<file path="src/rtl/adc_host_pkg.sv">
// constants, field positions and the block-depth table of the converter host port
// assumes a single 100 MHz clock domain in every module that imports it
package adc_host_pkg;
    localparam int DATA_W = 12;
    localparam int REG_W = 10;
    localparam int BUF_DEPTH = 16;
    localparam int STAGE_DEPTH = 16;
    // bus lines that carry the register select and the reserved bit during a write
    localparam int SEL_BIT = 10;
    localparam int RSVD_BIT = 11;
    // reset command value: reset bit alone, sent with select line ten high
    localparam logic [REG_W-1:0] RESET_CMD = 10'h001;
    // converter_setup fields
    localparam int MODE_BIT = 1;
    localparam int POWER_DOWN_BIT = 2;
    localparam int INPUT_PICK_LO = 3;
    localparam int INPUT_PICK_HI = 4;
    // interface_setup fields
    localparam int CLEAR_BIT = 1;
    localparam int DEPTH_LO = 2;
    localparam int DEPTH_HI = 3;
    localparam int PULSE_BIT = 4;
    localparam int POL_BIT = 5;
    localparam int FMT_BIT = 7;
    localparam int ECHO_BIT = 9;
    localparam logic [REG_W-1:0] CMD_MASK = 10'h003;
    localparam logic [REG_W-1:0] CFG0_RESET = 10'h000;
    localparam logic [REG_W-1:0] CFG1_RESET = 10'h030;
    localparam logic [1:0] ECHO_TAG0 = 2'h0;
    localparam logic [1:0] ECHO_TAG1 = 2'h1;
    // pointers and fill level
    localparam logic [3:0] WR_RESET = 4'hF;
    localparam logic [4:0] LEVEL_FULL = 5'h10;
    localparam logic [2:0] WARMUP_TICKS = 3'h7;
    // internal oscillator period, longest time so rounded down
    localparam int CLK_PERIOD_NS = 10;
    localparam int OSC_PERIOD_NS = 170;
    localparam int OSC_CYCLES = (OSC_PERIOD_NS / CLK_PERIOD_NS < 1) ? 1 : OSC_PERIOD_NS / CLK_PERIOD_NS;
    // block depth by [input count - 1][depth code]; the four-input reserved code gives 4
    localparam logic [0:3][0:3][4:0] DEPTH_TABLE = '{
        '{5'h01, 5'h04, 5'h08, 5'h0E},
        '{5'h02, 5'h04, 5'h08, 5'h0C},
        '{5'h03, 5'h06, 5'h09, 5'h0C},
        '{5'h04, 5'h08, 5'h0C, 5'h04}};

    // block depth from depth code and input-pick code
    function automatic logic [4:0] depth_of(input logic [1:0] code, input logic [1:0] pick);
        depth_of = DEPTH_TABLE[pick][code];
    endfunction : depth_of
endpackage : adc_host_pkg

</file>
<file path="src/rtl/adc_fifo_host_interface.sv">
// host side of a four-input pipelined converter: setup registers, soft reset,
// conversion timing and the 16-entry circular sample buffer with block signalling
// assumes bus, strobe and sample-clock pins asynchronous to ref_clk and the core delivering results on a valid/ready pair on ref_clk
`timescale 1ns/1ps
// What this block does
// - single-shot mode: strobe starts one conversion burst per selected input, internal oscillator.
// - free-running mode uses external sample clock; oscillator stays off.
// - writing 0x401 to interface_setup resets all setup and buffer state; staging fifo and pin filters keep theirs.
// - two ten-bit setup registers reached over the shared data bus.
// - setup fields sit at their documented bit positions.
// - value on lines zero to nine, register select on line ten, line eleven reserved.
// - line ten low selects converter_setup, high selects interface_setup.
// - buffer is circular, sixteen samples, old entries may be overwritten.
// - one sample stored per falling conversion clock edge, no host action.
// - host reads accepted asynchronously to the conversion clock.
// - read pointer is next to return; write pointer is last stored.
// - several inputs stored in fixed repeating channel order.
// - block_ready asserts when write pointer reaches trigger pointer.
// - depth code and input count select the block depth from the table.
// - full block read advances trigger pointer by block depth.
// - without reads, storing continues; trigger and read pointers hold.
// - overwriting unread data advances read and trigger pointers by input count.
// - interface_setup bits four and five pick level or pulse, low or high.
// - first block_ready comes eight clocks after reset: seven warm-up, then the first stored sample at trigger pointer zero.
// - converter_setup bit one picks free-running or single-shot operation.
module adc_fifo_host_interface
    import adc_host_pkg::*;
#(
    parameter int OSC_DIV = OSC_CYCLES,
    parameter int STAGE_WORDS = STAGE_DEPTH
) (
    input wire logic ref_clk,
    input wire logic rst_b,
    input wire logic [DATA_W-1:0] bus_in,
    output logic [DATA_W-1:0] bus_out,
    output logic bus_oe_b,
    input wire logic cs_b,
    input wire logic rd_b,
    input wire logic wr_b,
    input wire logic single_shot_strobe,
    input wire logic sample_clock_in,
    input wire logic [DATA_W-1:0] result_data,
    input wire logic result_valid,
    output logic result_ready,
    output logic osc_run,
    output logic [1:0] scan_channel,
    output logic power_down,
    output logic block_ready
);
    typedef struct packed {
        logic [REG_W-1:0] cfg0;
        logic [REG_W-1:0] cfg1;
        logic [BUF_DEPTH-1:0][DATA_W-1:0] mem;
        logic [3:0] wr;
        logic [3:0] rd;
        logic [3:0] trig;
        logic [4:0] level;
        logic [4:0] left;
        logic pending;
        logic active;
        logic ovfl;
        logic [2:0] warm;
        logic [1:0] chan;
        logic bursting;
        logic [1:0] burst;
        logic [7:0] osc_cnt;
        logic sclk_prev;
        logic stb_prev;
        logic rd_prev;
        logic wr_prev;
        logic echo_sel;
        logic [DATA_W-1:0] dout;
    } host_s;

    localparam host_s ST_RESET = '{cfg0: CFG0_RESET, cfg1: CFG1_RESET, wr: WR_RESET, warm: WARMUP_TICKS,
                                   sclk_prev: 1'b0, stb_prev: 1'b1, rd_prev: 1'b1, wr_prev: 1'b1, default: '0};

    host_s q;
    host_s n;
    logic [DATA_W+4:0] pins_f;
    logic [DATA_W-1:0] bus_f;
    logic sclk_f, stb_f, cs_f, rd_f, wr_f;
    logic smp_valid;
    logic smp_take;
    logic [DATA_W-1:0] smp_data;
    logic cont, pulse, echo;
    logic [2:0] ch;
    logic [4:0] dep;
    logic osc_tick, tick, rd_evt, wr_ok, clear_now, store_now, fire_now;
    logic [3:0] next_wr;

    // bus, strobe and sample-clock pins through the three-stage filter; core result pins go straight to the staging buffer
    pin_filter #(
        .W(DATA_W + 5),
        .RESET_VAL({1'b0, 1'b1, 1'b1, 1'b1, 1'b1, {DATA_W{1'b0}}})
    ) u_pins (
        .ref_clk(ref_clk),
        .rst_b(rst_b),
        .pin_in({sample_clock_in, single_shot_strobe, cs_b, rd_b, wr_b, bus_in}),
        .pin_out(pins_f)
    );
    assign {sclk_f, stb_f, cs_f, rd_f, wr_f, bus_f} = pins_f;

    // staging buffer; core stalls through result_ready when it fills
    stage_fifo #(
        .WIDTH(DATA_W),
        .DEPTH(STAGE_WORDS)
    ) u_stage (
        .ref_clk(ref_clk),
        .rst_b(rst_b),
        .in_valid(result_valid),
        .in_ready(result_ready),
        .in_data(result_data),
        .out_valid(smp_valid),
        .out_ready(smp_take),
        .out_data(smp_data)
    );

    // decoded setup fields
    // mode bit decode
    assign cont = !q.cfg0[MODE_BIT];
    assign pulse = q.cfg1[PULSE_BIT];
    assign echo = q.cfg1[ECHO_BIT];
    assign ch = {1'b0, q.cfg0[INPUT_PICK_HI:INPUT_PICK_LO]} + 3'h1;
    assign dep = depth_of(q.cfg1[DEPTH_HI:DEPTH_LO], q.cfg0[INPUT_PICK_HI:INPUT_PICK_LO]);

    // conversion tick: external falling edge or internal oscillator
    // external clock when free-running
    assign osc_tick = q.bursting && (q.osc_cnt == 8'(OSC_DIV - 1));
    assign tick = cont ? (q.sclk_prev && !sclk_f) : osc_tick;
    // host strobes taken as filtered pin edges
    assign rd_evt = q.rd_prev && !rd_f && !cs_f && !(!q.wr_prev && wr_f);
    // writes with reserved line set are dropped
    assign wr_ok = !q.wr_prev && wr_f && !cs_f && !bus_f[RSVD_BIT];
    assign clear_now = wr_ok && bus_f[SEL_BIT] && ((bus_f[REG_W-1:0] == RESET_CMD) || bus_f[CLEAR_BIT]);
    assign smp_take = tick && !clear_now;
    assign store_now = smp_take && (q.warm == 3'h0) && smp_valid;
    assign next_wr = q.wr + 4'h1;
    assign fire_now = store_now && n.pending && !q.pending;

    // next-state of the whole block
    always_comb begin
        n = q;
        if (wr_ok) begin
            // value on lines 0..9, select on line 10
            if (!bus_f[SEL_BIT]) begin
                n.cfg0 = bus_f[REG_W-1:0];
            end else if (bus_f[REG_W-1:0] == RESET_CMD) begin
                n = ST_RESET;
            end else begin
                n.cfg1 = bus_f[REG_W-1:0] & ~CMD_MASK;
                if (bus_f[CLEAR_BIT]) begin
                    n.wr = WR_RESET;
                    n.rd = 4'h0;
                    n.level = 5'h00;
                    n.pending = 1'b0;
                    n.active = 1'b0;
                    n.ovfl = 1'b0;
                    n.chan = 2'h0;
                    n.trig = 4'(depth_of(n.cfg1[DEPTH_HI:DEPTH_LO], n.cfg0[INPUT_PICK_HI:INPUT_PICK_LO]) - 5'h01);
                end
            end
        end
        // strobe starts a burst of one conversion per input
        if (cont) begin
            n.bursting = 1'b0;
        end else if (!q.bursting && q.stb_prev && !stb_f) begin
            n.bursting = 1'b1;
            n.burst = q.cfg0[INPUT_PICK_HI:INPUT_PICK_LO];
            n.osc_cnt = 8'h00;
        end else if (q.bursting) begin
            n.osc_cnt = osc_tick ? 8'h00 : q.osc_cnt + 8'h01;
            if (osc_tick) begin
                n.bursting = (q.burst != 2'h0);
                n.burst = q.burst - 2'h1;
            end
        end
        // host read: one sample, or register echo
        if (rd_evt) begin
            n.active = 1'b0;
            if (echo) begin
                n.dout = q.echo_sel ? {ECHO_TAG1, q.cfg1[REG_W-1:2], q.ovfl, 1'b0} : {ECHO_TAG0, q.cfg0};
                n.echo_sel = !q.echo_sel;
            end else if (q.level != 5'h00) begin
                n.dout = q.mem[q.rd] ^ {q.cfg1[FMT_BIT], {(DATA_W - 1){1'b0}}};
                n.rd = q.rd + 4'h1;
                n.level = q.level - 5'h01;
                if (q.pending) begin
                    // block done, trigger steps by depth
                    if (q.left <= 5'h01) begin
                        n.pending = 1'b0;
                        n.trig = q.trig + dep[3:0];
                    end else begin
                        n.left = q.left - 5'h01;
                    end
                end
            end
        end
        if (smp_take) begin
            // pulse form ends at the next conversion edge
            if (pulse) begin
                n.active = 1'b0;
            end
            if (q.warm != 3'h0) begin
                n.warm = q.warm - 3'h1;
            end else if (smp_valid) begin
                n.mem[next_wr] = smp_data;
                n.wr = next_wr;
                n.chan = (q.chan == 2'(ch - 3'h1)) ? 2'h0 : q.chan + 2'h1;
                if (n.level == LEVEL_FULL) begin
                    // overwrite shifts read and trigger by input count
                    n.rd = n.rd + 4'(ch);
                    n.trig = n.trig + 4'(ch);
                    n.level = LEVEL_FULL + 5'h01 - 5'(ch);
                    n.ovfl = 1'b1;
                end else begin
                    n.level = n.level + 5'h01;
                end
                if (!n.pending && next_wr == n.trig) begin
                    n.pending = 1'b1;
                    n.active = 1'b1;
                    n.left = dep;
                end
            end
        end
        n.sclk_prev = sclk_f;
        n.stb_prev = stb_f;
        n.rd_prev = rd_f;
        n.wr_prev = wr_f;
    end

    always_ff @(posedge ref_clk or negedge rst_b) begin
        if (!rst_b) begin
            q <= ST_RESET;
        end else begin
            q <= n;
        end
    end

    // pin outputs
    // polarity select
    assign block_ready = q.cfg1[POL_BIT] ? q.active : !q.active;
    // data bus driven only during a selected read
    assign bus_oe_b = cs_f || rd_f;
    assign bus_out = q.dout;
    assign osc_run = q.bursting && !cont;
    assign scan_channel = q.chan;
    assign power_down = q.cfg0[POWER_DOWN_BIT];
endmodule : adc_fifo_host_interface

</file>
<file path="src/rtl/pin_filter.sv">
// three-stage input filter for pins from outside the clock domain
// assumes pins are asynchronous; a bit changes once stages two and three agree
`timescale 1ns/1ps
module pin_filter #(
    parameter int W = 1,
    parameter logic [W-1:0] RESET_VAL = '0
) (
    input wire logic ref_clk,
    input wire logic rst_b,
    input wire logic [W-1:0] pin_in,
    output logic [W-1:0] pin_out
);
    typedef struct packed {
        logic [W-1:0] s1;
        logic [W-1:0] s2;
        logic [W-1:0] s3;
        logic [W-1:0] held;
    } filt_s;

    filt_s q;
    filt_s d;

    // shift chain; held follows only where stage two and three agree
    always_comb begin
        d = q;
        d.s1 = pin_in;
        d.s2 = q.s1;
        d.s3 = q.s2;
        d.held = (q.s2 & q.s3) | (q.held & (q.s2 | q.s3));
    end

    always_ff @(posedge ref_clk or negedge rst_b) begin
        if (!rst_b) begin
            q <= '{s1: RESET_VAL, s2: RESET_VAL, s3: RESET_VAL, held: RESET_VAL};
        end else begin
            q <= d;
        end
    end

    assign pin_out = q.held;
endmodule : pin_filter

</file>
<file path="src/rtl/stage_fifo.sv">
// staging fifo between the converter core and the sample buffer
// assumes both sides on ref_clk; drain side may stall at will
`timescale 1ns/1ps
module stage_fifo #(
    parameter int WIDTH = 12,
    parameter int DEPTH = 16
) (
    input wire logic ref_clk,
    input wire logic rst_b,
    input wire logic in_valid,
    output logic in_ready,
    input wire logic [WIDTH-1:0] in_data,
    output logic out_valid,
    input wire logic out_ready,
    output logic [WIDTH-1:0] out_data
);
    localparam int AW = $clog2(DEPTH);

    typedef struct packed {
        logic [DEPTH-1:0][WIDTH-1:0] mem;
        logic [AW:0] wp;
        logic [AW:0] rp;
    } fifo_s;

    fifo_s q;
    fifo_s d;
    logic full;
    logic empty;

    // full when pointers differ only in the wrap bit
    assign full = (q.wp[AW] != q.rp[AW]) && (q.wp[AW-1:0] == q.rp[AW-1:0]);
    assign empty = (q.wp == q.rp);
    assign in_ready = !full;
    assign out_valid = !empty;
    assign out_data = q.mem[q.rp[AW-1:0]];

    // push and pop
    always_comb begin
        d = q;
        if (in_valid && !full) begin
            d.mem[q.wp[AW-1:0]] = in_data;
            d.wp = q.wp + 1'b1;
        end
        if (out_ready && !empty) begin
            d.rp = q.rp + 1'b1;
        end
    end

    always_ff @(posedge ref_clk or negedge rst_b) begin
        if (!rst_b) begin
            q <= '0;
        end else begin
            q <= d;
        end
    end
endmodule : stage_fifo

</file>
<file path="config.mk">
export PLATFORM = sky130hd
export DESIGN_NAME = adc_fifo_host_interface
export DESIGN_NICKNAME = d
export VERILOG_FILES = /design/src/rtl/adc_host_pkg.sv /design/src/rtl/adc_fifo_host_interface.sv /design/src/rtl/pin_filter.sv /design/src/rtl/stage_fifo.sv
export SDC_FILE = /design/constraint.sdc
export NUM_CORES = 1
export LEC_CHECK = 0
export BUFFER_PORTS_ARGS = -buffer_cell sky130_fd_sc_hd__buf_2
export CORE_ASPECT_RATIO = 0.9
export CORE_MARGIN = 8
export CORE_UTILIZATION = 45
export DETAILED_ROUTE_END_ITERATION = 7
export GPL_TIMING_DRIVEN = 1
export PLACE_DENSITY = 0.63
export RECOVER_POWER = 100
export SLEW_MARGIN = 30
export SYNTH_ARGS = -nofsm -noshare
export SYNTH_HDL_FRONTEND = slang
export SYNTH_SLANG_ARGS = --single-unit
</file>
<file path="constraint.sdc">
create_clock -name ref_clk -period 4.72 [get_ports ref_clk]
set_input_delay 0.236 -clock ref_clk [delete_from_list [all_inputs] [get_ports ref_clk]]
set_output_delay 0.236 -clock ref_clk [all_outputs]
set_load 0.05 [all_outputs]
</file>
==> results of run 1 <==
## sequential cells by signal, summed over array words and instances (netlist names)
| name | cells |
|---|---|
| pulse | 1 |
| scan_channel | 2 |
| u_pins.pin_out | 17 |
| echo | 1 |
| u_pins.q | 17 |
| u_stage.q | 202 |
| power_down | 1 |
| u_pins.d | 34 |
| bus_out | 12 |
| q | 251 |
## kinds of logic (layout without fill, tap and decap cells)
kind of cell | after synthesis | count (layout) | synth area share [%]
DFF | 538 | 538 | 54.8
muxes | 360 | 360 | 20.2
buffers and inverters | 202 | 255 | 3.35
AOI/OAI and AO/OA | 375 | 375 | 8.74
xor gates and xnor gates | 43 | 43 | 1.53
and+or+nand+nor | 443 | 443 | 8.85
adders and majority gates | 53 | 53 | 2.53
## layer usage
metal | global-route usage, % | share of wire [%]
met4 | 6.11 | 2.8
met2 | 31.8 | 47
met5 | 0 | 0
met3 | 2.91 | 4.7
met1 | 26.4 | 45
## layout by cell type (no fill, tap or decap), drive strengths merged, types with 6 or more instances in the layout
cell and count:
dfrtp 510, o21ai 252, mux2 227, nand3 226
clkbuf 120, mux4 87, nand2 80, buf 69
nor2 55, mux2i 46, a21oi 44, ha 33
inv 29, dfstp 28, xor2 24, maj3 19
xnor2 19, dlygate4sd3 18, clkinv 17, nor3 16
a22o 12, a31oi 12, nor2b 11, nand4 11
nand2b 8, or2 7, o211ai 6, nor3b 6
## path summary, 6_finish.rpt
path | end | slack, ns | cells past startpoint | start
hold reg to reg | u_pins.d[27] | 0.35 | 0 | u_pins.d[44]
setup / recovery | q[38] | 0.30 | 18 | q[264]
hold / removal | u_stage.q[90] | 0.08 | 2 | result_data[8]
max in group asynchronous | bus_out[8] | 0.90 | 3 | rst_b
setup reg to reg | q[38] | 0.30 | 18 | q[264]
min in group asynchronous | q[130] | 0.96 | 2 | rst_b
## power by group
part | switching, mW | leakage [nW] | internal, mW
clock network | 1.83 | 0.857 | 2.34
logic | 3.46 | 4.02 | 3.03
registers | 1.08 | 6.88 | 6.26
## through the flow
stage	cell area, sq um	hold WS [ns]	utilization [%]
floorplan	24700	-0.0596	-
global route	27400	0.0876	50.6
CTS	27500	0.0504	50.7
detailed placement	25600	0.315	47.2
finish	27400	0.0828	50.6
global placement	25600	0.309	47.1
## cell type report
| type | instances | area [sq um] | share of cell area [%] |
|---|---|---|---|
| Sequential cell | 538 | 13500 | 49.3 |
| Multi-Input combinational cell | 1274 | 10400 | 37.8 |
| Clock buffer | 81 | 1590 | 5.81 |
| Tap cell | 705 | 882 | 3.22 |
| Timing Repair Buffer | 126 | 827 | 3.02 |
| Clock inverter | 19 | 130 | 0.475 |
| Inverter | 29 | 109 | 0.397 |
## what timing repair did
action	in CTS	in global routing
hold buffers	18	0
setup endpoints to repair	0	3
hold endpoints to repair	107	0
gates resized for setup	0	3
==> impl_metrics.env, run 1 <==
export IMPL_path_max_fanout=7
export IMPL_rows=81
export IMPL_leakagePower_nw=11.8
export IMPL_drv_slew=252
export IMPL_dp_cells=2654
export IMPL_slew_headroom_pct=-79.9
export IMPL_synth_edf_count=0
export IMPL_synth_seq_area_share_pct=54.8
export IMPL_grt_pass1_wl_um=96800
export IMPL_htreeDepth=2
export IMPL_antenna_found_initial=1
export IMPL_fmax_mhz=226
export IMPL_cp_cell_sequence="ha_1 -> a21oi_1 -> nor2_1 -> ha_1 -> inv_1 -> fa_1 -> inv_1 -> nor3_1 -> a31oi_4 -> xor2_1 -> ha_1 -> o41ai_2 -> a31oi_4 -> xnor2_1 -> mux2i_1 -> xnor2_1 -> and4bb_4 -> mux2_4"
export IMPL_grt_overflow=0
export IMPL_path_common_cell="ha_1"
export IMPL_synthCells=2014
export IMPL_ys_top_cells_by_area="dfrtp_1 52%, mux2_2 10%, mux4_2 8.0%, o21ai_0 5.1%, nand3_1 4.6%"
export IMPL_finalHoldViolCount=0
export IMPL_peakVddDrop_mv=0.389
export IMPL_nFillCells=4707
export IMPL_io_buffers=50
export IMPL_run_status="finished, violations left"
export IMPL_dr_total_vias=16100
export IMPL_power_density_nw_per_um2=657
export IMPL_vias_per_cell=5.81
export IMPL_timing_final_crit_share_pct=93.7
export IMPL_drtAntennaViolNets=0
export IMPL_coreArea_sq_um=54200
export IMPL_area_delta_synth_final_pct=11.3
export IMPL_dp_hpwl_um=38200
export IMPL_synth_seq_cells=538
export IMPL_die_h_um=238
export IMPL_cp_slowest_cell="fa_1"
export IMPL_antenna_cells=0
export IMPL_cts_setup_buffers=0
export IMPL_cp_required_ns=5.20
export IMPL_postSynthAreaPerCell_sq_um=12.2
export IMPL_synth_common_cells="510 x dfrtp_1, 252 x o21ai_0, 225 x nand3_1"
export IMPL_post_synth_top_count_cell="dfrtp_1"
export IMPL_grt_usage_pct=19.3
export IMPL_max_stage_delay_ns=0.51
export IMPL_drive_above_1_share_pct=25.4
export IMPL_drt_wirelength_per_cell_um=21.8
export IMPL_synthArstFlopShare_pct=100
export IMPL_routabilityCongestion=0.864
export IMPL_crit_buf_inv=2
export IMPL_finalPower_mw=18.0
export IMPL_clk_pin_slew_ns=0.07
export IMPL_cts_made_buffers=53
export IMPL_die_area_sq_um=62500
export IMPL_timing_setup_tns_ns=0
export IMPL_drv_cap=3
export IMPL_finalCriticalPeriod_ns=4.42
export IMPL_synth_fp_nets=2080
export IMPL_cts_root_buffer="clkbuf_16"
export IMPL_crit_type="register to register"
export IMPL_drt_first_pass_iters=5
export IMPL_dp_slack_ns=0.284
export IMPL_synth_cell_types=70
export IMPL_drc=0
export IMPL_cp_top_family="adder cells"
export IMPL_grt_max_degree=135
export IMPL_setup_viol=0
export IMPL_start_util_pct=45.5
export IMPL_grt_pass1_vias=16600
export IMPL_min_path_type="input pin to register"
export IMPL_clkSinkCount=538
export IMPL_yosysWarnings=0
export IMPL_cp_start_kind="register"
export IMPL_synth_top_area_share_pct=51.8
export IMPL_worst_pin_slew_ns=2.70
export IMPL_tritoncts="done"
export IMPL_syn_area_sq_um=24600
export IMPL_crit_path_end_kind="register"
export IMPL_final_cells=2772
export IMPL_setup_slack_ns=0.300
export IMPL_ys_flop_type="dfrtp_1"
export IMPL_die_x_um=263
export IMPL_cp_data_arrival_time_ns=4.90
export IMPL_clk_latency_ns=0.62
export IMPL_finalWirelength_um=60300
export IMPL_dr_first_iter_drc_count=1472
export IMPL_final_nets=2088
export IMPL_cts_buffer_depth=3
export IMPL_violations="capacitance limit, slew limit"
export IMPL_finClkSkew_ns=0.0295
export IMPL_pin_count=51
export IMPL_rsz0062_at_grt="no"
export IMPL_synth_top_area_cell="dfrtp_1"
Power figures use the tool's default switching activity.
==> run 2: changes to the inputs <==
--- a/config.mk
+++ b/config.mk
@@ -8,10 +8,10 @@
 export BUFFER_PORTS_ARGS = -buffer_cell sky130_fd_sc_hd__buf_2
 export CORE_ASPECT_RATIO = 0.9
 export CORE_MARGIN = 8
-export CORE_UTILIZATION = 45
+export CORE_UTILIZATION = 40
 export DETAILED_ROUTE_END_ITERATION = 7
 export GPL_TIMING_DRIVEN = 1
-export PLACE_DENSITY = 0.63
+export PLACE_DENSITY = 0.57
 export RECOVER_POWER = 100
 export SLEW_MARGIN = 30
 export SYNTH_ARGS = -nofsm -noshare
==> run 2 against run 1 <==
  * The run still ends with capacitance limit, slew limit left
  * Final cell count up 3.0%
  * Sequential power hardly changed
  * Via count is 0.80% lower
  * Power down 0.33%
  * Clock power is essentially flat
  * Sequential cell count unchanged
  * Worst setup slack worse by 0.011 ns
  * First-iteration DRC count shrank 22%
  * Critical path type unchanged
  * Largest power group unchanged
==> impl_metrics.env, run 2 (synthesis gave the netlist of run 1 again) <==
export IMPL_largest_reg_flops=251
export IMPL_dr_first_iter_drc_count=1150
export IMPL_cp_start_kind="register"
export IMPL_worst_r2r_setup_slack_ns=0.29
export IMPL_cts_setup_buffers=0
export IMPL_antenna_cells=0
export IMPL_crit_type="register to register"
export IMPL_timing_setup_tns_ns=0
export IMPL_final_util_pct=45.0
export IMPL_grt_pass1_wl_um=95600
export IMPL_final_cells=2856
export IMPL_final_nets=2089
export IMPL_drt_wirelength_per_cell_um=21.1
export IMPL_dp_hpwl_um=38000
export IMPL_dp_cells=2741
export IMPL_worst_hold_slack_ns=0.102
export IMPL_leakagePower_nw=11.7
export IMPL_slew_headroom_pct=-89.4
export IMPL_drive_above_1_share_pct=25.2
export IMPL_die_x_um=278
export IMPL_drc=0
export IMPL_cp_data_arrival_time_ns=4.93
export IMPL_tritoncts="done"
export IMPL_power_density_nw_per_um2=653
export IMPL_min_path_type="input pin to register"
export IMPL_drtAntennaViolNets=0
export IMPL_die_area_sq_um=69800
export IMPL_multi_input_area_sq_um=10300
export IMPL_area_delta_synth_final_pct=11.5
export IMPL_antenna_found_initial=1
export IMPL_clk_pin_slew_ns=0.06
export IMPL_cts_buffer_depth=3
export IMPL_finClkSkew_ns=0.0319
export IMPL_nFillCells=5580
export IMPL_htreeDepth=2
export IMPL_clk_latency_ns=0.61
export IMPL_rows=86
export IMPL_die_h_um=251
export IMPL_vias_per_cell=5.59
export IMPL_grt_met1_usage_pct=24.0
export IMPL_cts_made_buffers=54
export IMPL_peakVddDrop_mv=0.343
export IMPL_run_status="finished, violations left"
export IMPL_clkSinkCount=538
export IMPL_top_register="q"
export IMPL_setup_viol=0
export IMPL_finalCriticalPeriod_ns=4.43
export IMPL_use_met2_pct=27.6
export IMPL_fmax_mhz=226
export IMPL_final_seq_area_sq_um=13500
export IMPL_grt_pass1_vias=16200
export IMPL_grt_max_degree=182
export IMPL_finalWirelength_um=60100
export IMPL_finalHoldViolCount=0
export IMPL_pin_count=51
export IMPL_dr_total_vias=16000
export IMPL_drv_slew=193
export IMPL_start_util_pct=40.3
export IMPL_final_area_sq_um=27500
export IMPL_dp_slack_ns=0.202
export IMPL_rsz0062_at_grt="no"
export IMPL_violations="capacitance limit, slew limit"
export IMPL_grt_overflow=0
export IMPL_path_max_fanout=6
export IMPL_timing_final_crit_share_pct=93.9
export IMPL_placed_area_sq_um=25700
export IMPL_top_usage_layer="met2"
export IMPL_finalPower_mw=17.9
export IMPL_io_buffers=50
export IMPL_drt_first_pass_iters=5
export IMPL_cts_root_buffer="clkbuf_16"
export IMPL_coreArea_sq_um=61100
export IMPL_cp_required_ns=5.21
export IMPL_routabilityCongestion=0.840
export IMPL_global_route_usage_met3_pct=2.81
export IMPL_drv_cap=3
export IMPL_final_common_cell="dfrtp_1"
export IMPL_worst_pin_slew_ns=2.84
export IMPL_final_cell_mix="506 x dfrtp_1, 252 x o21ai_0, 225 x nand3_1, 224 x mux2_2, 87 x mux4_2"
export IMPL_grt_usage_pct=17.1
export IMPL_crit_path_end_kind="register"
export IMPL_setup_slack_ns=0.289
==> run 2: changes by cell type in the layout (fill, tap and decap cells not counted), sizes merged <==
cell	change
bufinv	+1
inv	+2
clkinvlp	+1
clkbuf	-2
clkinv	-5
==> run 2: cell type report <==
type | count | area share [%]
Clock buffer | 79 | 5.59
Sequential cell | 538 | 49.1
Tap cell | 792 | 3.61
Inverter | 29 | 0.396
Multi-Input combinational cell | 1274 | 37.6
Clock inverter | 18 | 0.583
Timing Repair Buffer | 126 | 3.12
==> run 2: where the power goes <==
group	internal, mW	switching (mW)	leakage (nW)	total (mW)
clock network	2.32	1.83	0.824	4.14
registers	6.26	1.05	6.88	7.31
logic	3.04	3.45	4.05	6.49
==> run 2: repair_timing <==
| item | CTS | global route |
|---|---|---|
| hold buffers | 18 | 0 |
| hold endpoints to repair | 99 | 0 |
| gates resized for setup | 0 | 2 |
| endpoints found under the setup margin | 0 | 3 |
==> run 2: worst paths after layout <==
check / startpoint / end / depth (start not counted)
worst max-delay path: q[263] / q[39] / 19
worst min register to register: u_pins.d[43] / u_pins.d[26] / 0
worst max register to register: q[263] / q[39] / 19
min in group asynchronous: rst_b / q[213] / 2
worst min-delay path: result_data[7] / u_stage.q[53] / 2
max in group asynchronous: rst_b / u_stage.q[77] / 3
==> run 2: per-layer routing <==
metal  part of all wire [%]  vias to the layer above
met3                    4.8                       81
met4                    2.5                        2
li1                       -                     7350
met5                  0.020                        -
met1                     45                     8246
met2                     47                      295
==> run 2: critical path, stage by stage (launching register included) <==
cell      delay (ns)
dfrtp_1         0.38
inv_1           0.19
ha_1            0.21
a21oi_1         0.07
nor2_1          0.18
ha_1            0.20
inv_1           0.06
fa_1            0.50
inv_1           0.07
nor3_1          0.32
a31oi_4         0.09
xor2_1          0.16
ha_1            0.23
o41ai_2         0.42
a31oi_4         0.05
xnor2_1         0.18
mux2i_1         0.11
xnor2_1         0.15
and4bb_4        0.44
mux2_4          0.31
